**src/common/module_irq_request_pkg.sv**
```systemverilog
// Purpose: shared constants and types for the usb event flag block
// Assumes: apb with 32-bit data, one aligned word per register
// Notes:   offsets are byte addresses
package module_irq_request_pkg;
  localparam int          MODULE_IRQ_REQUEST_AW          = 4;
  localparam int          MODULE_IRQ_REQUEST_DW          = 32;
  localparam int          MODULE_IRQ_REQUEST_NFLAG       = 8;
  localparam logic [3:0]  MODULE_IRQ_REQUEST_OFS_FLAGS   = 4'h0;
  localparam logic [3:0]  MODULE_IRQ_REQUEST_OFS_ENABLES = 4'h4;
  localparam logic [7:0]  MODULE_IRQ_REQUEST_FLAG_RST    = 8'h00;
  localparam logic [7:0]  MODULE_IRQ_REQUEST_EN_RST      = 8'h00;
  localparam logic [7:0]  MODULE_IRQ_REQUEST_ALL_ERR     = 8'hFF;
  // bit positions
  localparam int          MODULE_IRQ_REQUEST_B_STALL     = 7;
  localparam int          MODULE_IRQ_REQUEST_B_ATTACH    = 6;
  localparam int          MODULE_IRQ_REQUEST_B_RESUME    = 5;
  localparam int          MODULE_IRQ_REQUEST_B_IDLE      = 4;
  localparam int          MODULE_IRQ_REQUEST_B_TOKEN     = 3;
  localparam int          MODULE_IRQ_REQUEST_B_SOF       = 2;
  localparam int          MODULE_IRQ_REQUEST_B_ERR       = 1;
  localparam int          MODULE_IRQ_REQUEST_B_RST       = 0;
  // timing
  localparam int          MODULE_IRQ_REQUEST_CLK_HZ      = 40000000;
  localparam int          MODULE_IRQ_REQUEST_KSTATE_NS   = 2500;
  localparam int          MODULE_IRQ_REQUEST_ATTACH_NS   = 2500;
  localparam int          MODULE_IRQ_REQUEST_IDLE_MS     = 3;
  localparam int          MODULE_IRQ_REQUEST_KSTATE_CYC  = (MODULE_IRQ_REQUEST_KSTATE_NS * (MODULE_IRQ_REQUEST_CLK_HZ / 1000000)
                                               + 999) / 1000;
  localparam int          MODULE_IRQ_REQUEST_ATTACH_CYC  = (MODULE_IRQ_REQUEST_ATTACH_NS * (MODULE_IRQ_REQUEST_CLK_HZ / 1000000)
                                               + 999) / 1000;
  localparam int          MODULE_IRQ_REQUEST_IDLE_CYC    = MODULE_IRQ_REQUEST_IDLE_MS * (MODULE_IRQ_REQUEST_CLK_HZ / 1000);
  localparam int          MODULE_IRQ_REQUEST_CW          = 18;

  typedef struct packed {
    logic stall;
    logic sof;
    logic token_done;
    logic bus_reset;
    logic detach;
  } module_irq_request_evt_t;

  typedef struct packed {
    logic host_mode;
    logic host_operation_enable;
    logic bus_idle;
    logic bus_se0;
    logic kstate;
    logic attach_seen;
  } module_irq_request_line_t;
endpackage

```
**src/rtl/module_irq_request_timer.sv**
```systemverilog
// Purpose: counts cycles a condition holds and flags when the limit is reached
// Assumes: cond sampled synchronously to pclk
// Notes:   hit pulses once per unbroken run of cond
`timescale 1ns/100ps
module module_irq_request_timer #(
  parameter int LIMIT = 100,
  parameter int CW    = 18
) (
  // system
  input  wire logic pclk,
  input  wire logic presetn,
  input  wire logic ce,
  // condition
  input  wire logic cond,
  output logic      hit
);
  import module_irq_request_pkg::*;
  localparam logic [CW-1:0] LIM = CW'(LIMIT);
  logic [CW-1:0] cnt_r;
  logic [CW-1:0] cnt_nxt;
  logic          hit_nxt;

  always_comb begin
    cnt_nxt = cnt_r;
    hit_nxt = 1'b0;
    if (!cond) begin
      cnt_nxt = '0;
    end else if (cnt_r < LIM) begin
      cnt_nxt = cnt_r + 1'b1;
      // saturating keeps one event per run, not one per limit
      hit_nxt = (cnt_r == LIM - 1'b1);
    end
  end

  always_ff @(posedge pclk or negedge presetn) begin
    if (!presetn) begin
      cnt_r <= '0;
      hit   <= 1'b0;
    end else if (ce) begin
      cnt_r <= cnt_nxt;
      hit   <= hit_nxt;
    end
  end
endmodule

```
**src/rtl/module_irq_request_top.sv**
```systemverilog
// Purpose: usb event flag and enable registers with one level interrupt
// Assumes: apb slave, 40 MHz pclk, events are one-cycle pulses or levels
// Notes:   flags write-one-to-clear; error summary is a live read-only bit
//
// Contract
// - flag bits 7..0 reset zero, hw sets, write one clears; bit 1 read-only
// - bit 7 set on stall handshake sent or received
// - bit 6 attach valid only with host enable, 2.5 us idle, not SE0
// - bit 5 set when K-state holds 2.5 us
// - bit 4 set after 3 ms continuous bus idle
// - bit 3 set when token processing completes
// - clearing token-done flag advances the status fifo
// - bit 2 set on sof received or host sof threshold
// - bit 1 reflects any enabled individual error
// - device mode bit 0 marks valid bus reset
// - host mode bit 0 marks peripheral detach
// - enable register bits 7..0 read-write, reset zero, per flag
// - enable bit 0 serves bus reset or detach by mode
// - error reaches interrupt only with enable bit 1 set
// - bits 31..8 read zero, ignore writes
//
// The APB slave port and the address map were decided locally.
`timescale 1ns/100ps
module module_irq_request_top #(
  parameter int KSTATE_CYC = module_irq_request_pkg::MODULE_IRQ_REQUEST_KSTATE_CYC,
  parameter int ATTACH_CYC = module_irq_request_pkg::MODULE_IRQ_REQUEST_ATTACH_CYC,
  parameter int IDLE_CYC   = module_irq_request_pkg::MODULE_IRQ_REQUEST_IDLE_CYC
) (
  // system
  input  wire logic                  pclk,
  input  wire logic                  presetn,
  input  wire logic                  clk_en,
  // apb
  input  wire logic                  psel,
  input  wire logic                  penable,
  input  wire logic                  pwrite,
  input  wire logic [3:0]            paddr,
  input  wire logic [31:0]           pwdata,
  output logic      [31:0]           prdata,
  output logic                       pready,
  output logic                       pslverr,
  // usb engine events
  input  wire module_irq_request_pkg::module_irq_request_evt_t evt,
  input  wire module_irq_request_pkg::module_irq_request_line_t line,
  input  wire logic [7:0]            err_flags,
  input  wire logic [7:0]            error_enable_register,
  // outputs
  output logic                       stat_fifo_advance,
  output logic                       module_irq_request
);
  import module_irq_request_pkg::*;

  logic [7:0]  flags_r;
  logic [7:0]  flags_nxt;
  logic [7:0]  en_r;
  logic [7:0]  en_nxt;
  logic [31:0] prdata_nxt;
  logic        pready_nxt;
  logic        pslverr_nxt;
  logic        adv_nxt;
  logic        irq_nxt;
  logic        err_sum_r;
  logic        err_sum_nxt;
  logic        resume_hit;
  logic        idle_hit;
  logic        attach_hit;
  logic [7:0]  set_vec;
  logic [7:0]  clr_vec;
  logic        wr_acc;
  logic        rd_acc;

  function automatic logic addr_hit(input logic [3:0] a, input logic [3:0] ofs);
    addr_hit = (a == ofs);
  endfunction

  // duration detectors
  module_irq_request_timer #(.LIMIT(KSTATE_CYC), .CW(MODULE_IRQ_REQUEST_CW)) u_resume (
    .pclk    (pclk),
    .presetn (presetn),
    .ce      (clk_en),
    .cond    (line.kstate),
    .hit     (resume_hit)
  );

  module_irq_request_timer #(.LIMIT(IDLE_CYC), .CW(MODULE_IRQ_REQUEST_CW)) u_idle (
    .pclk    (pclk),
    .presetn (presetn),
    .ce      (clk_en),
    .cond    (line.bus_idle),
    .hit     (idle_hit)
  );

  // qualifies attach: host enabled, bus quiet and not in SE0
  module_irq_request_timer #(.LIMIT(ATTACH_CYC), .CW(MODULE_IRQ_REQUEST_CW)) u_attach (
    .pclk    (pclk),
    .presetn (presetn),
    .ce      (clk_en),
    .cond    (line.host_operation_enable & line.bus_idle & ~line.bus_se0),
    .hit     (attach_hit)
  );

  assign wr_acc = psel & penable & pwrite;
  assign rd_acc = psel & penable & ~pwrite;

  always_comb begin
    set_vec = '0;
    set_vec[MODULE_IRQ_REQUEST_B_STALL]  = evt.stall;
    set_vec[MODULE_IRQ_REQUEST_B_ATTACH] = attach_hit & line.attach_seen;
    set_vec[MODULE_IRQ_REQUEST_B_RESUME] = resume_hit;
    set_vec[MODULE_IRQ_REQUEST_B_IDLE]   = idle_hit;
    set_vec[MODULE_IRQ_REQUEST_B_TOKEN]  = evt.token_done;
    set_vec[MODULE_IRQ_REQUEST_B_SOF]    = evt.sof;
    // bit 0 source follows the mode
    set_vec[MODULE_IRQ_REQUEST_B_RST]    = line.host_mode ? evt.detach : evt.bus_reset;
  end

  always_comb begin
    clr_vec = '0;
    if (wr_acc && addr_hit(paddr, MODULE_IRQ_REQUEST_OFS_FLAGS)) begin
      clr_vec = pwdata[7:0];
    end
    clr_vec[MODULE_IRQ_REQUEST_B_ERR] = 1'b0;
  end

  always_comb begin
    flags_nxt   = (flags_r & ~clr_vec) | set_vec;
    flags_nxt[MODULE_IRQ_REQUEST_B_ERR] = 1'b0;
    en_nxt      = en_r;
    if (wr_acc && addr_hit(paddr, MODULE_IRQ_REQUEST_OFS_ENABLES)) begin
      en_nxt = pwdata[7:0];
    end
    err_sum_nxt = |(err_flags & error_enable_register & MODULE_IRQ_REQUEST_ALL_ERR);
    // fifo steps only when a write-one clear hits a token flag that is set, even if a new token event sets it again
    adv_nxt     = clr_vec[MODULE_IRQ_REQUEST_B_TOKEN] & flags_r[MODULE_IRQ_REQUEST_B_TOKEN];
    irq_nxt     = |({flags_nxt[7:2], err_sum_nxt, flags_nxt[0]} & en_nxt);
  end

  always_comb begin
    prdata_nxt  = '0;
    pready_nxt  = 1'b0;
    pslverr_nxt = 1'b0;
    if (psel && !penable) begin
      pready_nxt  = 1'b1;
      pslverr_nxt = !(addr_hit(paddr, MODULE_IRQ_REQUEST_OFS_FLAGS) || addr_hit(paddr, MODULE_IRQ_REQUEST_OFS_ENABLES));
      if (!pwrite && addr_hit(paddr, MODULE_IRQ_REQUEST_OFS_FLAGS)) begin
        prdata_nxt = {24'h000000, flags_r[7:2], err_sum_r, flags_r[0]};
      end else if (!pwrite && addr_hit(paddr, MODULE_IRQ_REQUEST_OFS_ENABLES)) begin
        prdata_nxt = {24'h000000, en_r};
      end
    end else if (psel && penable) begin
      // hold the answer through the access cycle
      prdata_nxt  = rd_acc ? prdata : '0;
      pslverr_nxt = pslverr;
    end
  end

  always_ff @(posedge pclk or negedge presetn) begin
    if (!presetn) begin
      flags_r            <= MODULE_IRQ_REQUEST_FLAG_RST;
      en_r               <= MODULE_IRQ_REQUEST_EN_RST;
      err_sum_r          <= 1'b0;
      prdata             <= '0;
      pready             <= 1'b0;
      pslverr            <= 1'b0;
      stat_fifo_advance  <= 1'b0;
      module_irq_request <= 1'b0;
    end else if (clk_en) begin
      flags_r            <= flags_nxt;
      en_r               <= en_nxt;
      err_sum_r          <= err_sum_nxt;
      prdata             <= prdata_nxt;
      pready             <= pready_nxt;
      pslverr            <= pslverr_nxt;
      stat_fifo_advance  <= adv_nxt;
      module_irq_request <= irq_nxt;
    end
  end
endmodule

```
**config.mk**
```make
export PLATFORM = sky130hd
export DESIGN_NAME = module_irq_request_top
export DESIGN_NICKNAME = d
export VERILOG_FILES = /design/src/common/module_irq_request_pkg.sv /design/src/rtl/module_irq_request_timer.sv /design/src/rtl/module_irq_request_top.sv
export SDC_FILE = /design/constraint.sdc
export NUM_CORES = 1
export LEC_CHECK = 0
export BUFFER_PORTS_ARGS = -buffer_cell sky130_fd_sc_hd__buf_2
export CORE_MARGIN = 10
export CORE_UTILIZATION = 58
export CTS_CLUSTER_SIZE = 14
export DETAILED_ROUTE_END_ITERATION = 12
export PLACE_DENSITY = 0.85
export RECOVER_POWER = 50
export SKIP_LAST_GASP = 1
export SLEW_MARGIN = 0
export SYNTH_ARGS = -nofsm -noshare
export SYNTH_HDL_FRONTEND = slang
export SYNTH_SLANG_ARGS = --single-unit
```
**constraint.sdc**
```tcl
create_clock -name pclk -period 3.5 [get_ports pclk]
set_input_delay 0 -clock pclk [delete_from_list [all_inputs] [get_ports pclk]]
set_output_delay 0 -clock pclk [all_outputs]
set_load 0.005 [all_outputs]
```
==> out/results.ini <==
[floorplan]
rows=31
die_x_um=108
initial_core_util=0.608
pin_count=105
chipHeight_um=108
die_area_sq_um=11600
core_area_sq_um=7370

[sta]
finalClockSkew_ps=16.4
worst_pin_slew_ps=2020
finalHoldViolations=0
period_share=0.707
relSlewSlack=-0.344
rsz0062_at_grt=no
period_needed_ps=2480
clock.fmax_mhz=404
holdWs_ps=24.6
drv_slew=86
setup_viol=0
tns_ps=0

[final_layout]
finalNetCount=604
n_antenna_cell=0
drive_gt1_frac=0.123
syn_to_final_growth_pct=12.0
fillCellCount=575

[synthesis]
seq_area_frac_synth=0.475
synthTopCellsByArea=dfrtp_1 (47%), nand3_1 (4.6%), buf_4 (4.0%)
ys.flop_type=dfrtp_1
synth_edf_count=0
avgSynthCellArea_sq_um=9.45
synth_warnings=0
synth_cell_types=55
synthTopCellsByCount=dfrtp_1 (85), nand3_1 (41), nand2_1 (39), nor2_1 (30), o21ai_0 (29)
ys_seq_elements=85
syn_area_sq_um=4480
synth_largest_area_cell=dfrtp_1
yosysMostFrequentCell=dfrtp_1
synth_top_area_share=0.475
synthCells=474
synthArstFlopShare=1.00

[setup_path]
rr_endpoint=u_idle.cnt_r[10]$_DFFE_PN0P_
start_kind=flop
ff2ff_setup_slack_ps=1020
reg2reg_depth=5
criticalPathCategory=reg -> reg
r2r-start=u_idle.cnt_r[7]$_DFFE_PN0P_
worstPathRequired_ps=3800
cp_max_fo=25
arrival_ps=2770
endpoint_kind=flop

[status]
status=complete, but fails checks
violations=capacitance limit, slew limit

[cts]
post_cts_buffers=0
cts.sinks=85
ctsRootBufferMaster=clkbuf_8
clock_path_buffers=2
ctsResizeCount=0
clk_latency_ps=360
cts_buffers=9
cts_tree=built
cts_htree_levels=3
clkTransAtPathRegs_ps=90

[detailed_routing]
wl_per_cell_um=16.6
finalWirelength_um=10500
drt-pass1-iter-count=5
top_layer=met4
drc=0
viasPerCell=6.13
drt-met1-wl_um=4380
drt_iter0_markers=341
vias=3899
ant_nets=0
wl_met2_um=4980
wl_met3_um=939

[min_path]
holdPathStages=4
hold_path.class=in -> reg
holdPathEnd=u_attach.cnt_r[2]$_DFFE_PN0P_
hp-start=line[2]

[global_route]
overflow=0
grt_antenna_before_repair=0
grt_pass1_vias=3733
grt_start_max_net_pins=86
track_usage=0.180
grt_pass1_wl_um=17500

[placed_design]
hpwl_um=7320
numPortBuffers=56
place_congestion=0.891

[pwr]
p_per_area_nw_per_um2=393
peakVddDrop_v=0.000221
p_leak_nw=2.22
fin_total_pwr_mw=1.97

[run]
cap_violations=1

-- state kept, by name, summed over array words and instances, names as in the netlist --
name	flops
u_resume.hit	1
err_sum_r	1
u_idle.cnt_r	18
flags_r	7
en_r	8
u_resume.cnt_r	18
stat_fifo_advance	1
pslverr	1
u_attach.hit	1
module_irq_request	1
prdata	8
pready	1
u_attach.cnt_r	18
u_idle.hit	1
-- worst max path at each step --
stage                                start                            to  slack [ps]  cells after the start
2_1_floorplan  u_idle.cnt_r[7]$_DFFE_PN0P_  u_idle.cnt_r[11]$_DFFE_PN0P_        1330                      7
3_3_place_gp   u_idle.cnt_r[7]$_DFFE_PN0P_   u_idle.cnt_r[7]$_DFFE_PN0P_        1120                      5
3_5_place_dp   u_idle.cnt_r[7]$_DFFE_PN0P_  u_idle.cnt_r[10]$_DFFE_PN0P_        1070                      5
4_1_cts        u_idle.cnt_r[7]$_DFFE_PN0P_  u_idle.cnt_r[10]$_DFFE_PN0P_        1040                      5
5_1_grt        u_idle.cnt_r[7]$_DFFE_PN0P_  u_idle.cnt_r[10]$_DFFE_PN0P_         910                      5
6_report       u_idle.cnt_r[7]$_DFFE_PN0P_  u_idle.cnt_r[10]$_DFFE_PN0P_        1020                      5
-- logic make-up after synthesis --
kind of cell | Yosys count | share of synthesized area
adders and majority gates | 3 | 0.00838
DFF | 85 | 0.475
and+or+nand+nor | 198 | 0.237
AOI/OAI and AO/OA | 119 | 0.182
muxes | 8 | 0.0193
other | 1 | 0.000837
buffers and inverters | 57 | 0.0718
xor gates and xnor gates | 3 | 0.00587
-- through the flow --
stage	area (sq um)	cells	setup slack [ps]	utilization
global placement	4700	607	1120	0.638
detailed placement	4700	607	1070	0.638
floorplan	4570	497	1330	-
global route	5020	636	913	0.681
finish	5020	636	1020	0.681
CTS	5040	636	1040	0.684
-- cells in the final DEF (no fill, tap or decap), drive strengths merged, types with 5 or more instances in the layout --
cell type	n
dfrtp	85
nand2b	7
a22oi	13
nor2	30
and3	6
and2	20
nand2	39
conb	24
o21ai	29
o32ai	5
clkbuf	24
a22o	13
a21oi	18
o31ai	6
inv	11
mux2	5
dlygate4sd3	13
nand4	12
o211ai	12
and4	5
nand3	41
or4	11
nor3	8
buf	43
-- where the power goes --
| group | switching, mW | total, mW | internal (mW) |
|---|---|---|---|
| registers | 0.0342 | 1.05 | 1.02 |
| logic | 0.128 | 0.207 | 0.0797 |
| clock network | 0.362 | 0.715 | 0.353 |
-- per-layer routing --
metal	up-vias	global-route usage
met4	0	0.0830
li1	1840	-
met5	-	0
met1	1862	0.230
met2	175	0.288
met3	22	0.0359
-- what timing repair did --
action / 4_1_cts / 5_1_grt
endpoints found under the hold margin: 97 / 0
setup endpoints to repair: 0 / 0
hold buffers: 13 / 0
-- critical path, stage by stage, from the launching register on --
cell,delay (ps)
dfrtp_1,470
a211o_1,330
a221o_1,360
a211o_1,570
or4b_1,590
nand3_1,90
-- layout make-up --
cell class	count	area [sq um]	share of cell area
clock buffers	10	138	0.0274
clock inverters	6	70.1	0.0140
inverters	11	41.3	0.00823
multi-input cells	355	2120	0.422
flip-flops and latches	85	2130	0.424
well taps	99	124	0.0247
repair buffers	70	402	0.0800
No activity file was read; power rests on OpenSTA's default activity.
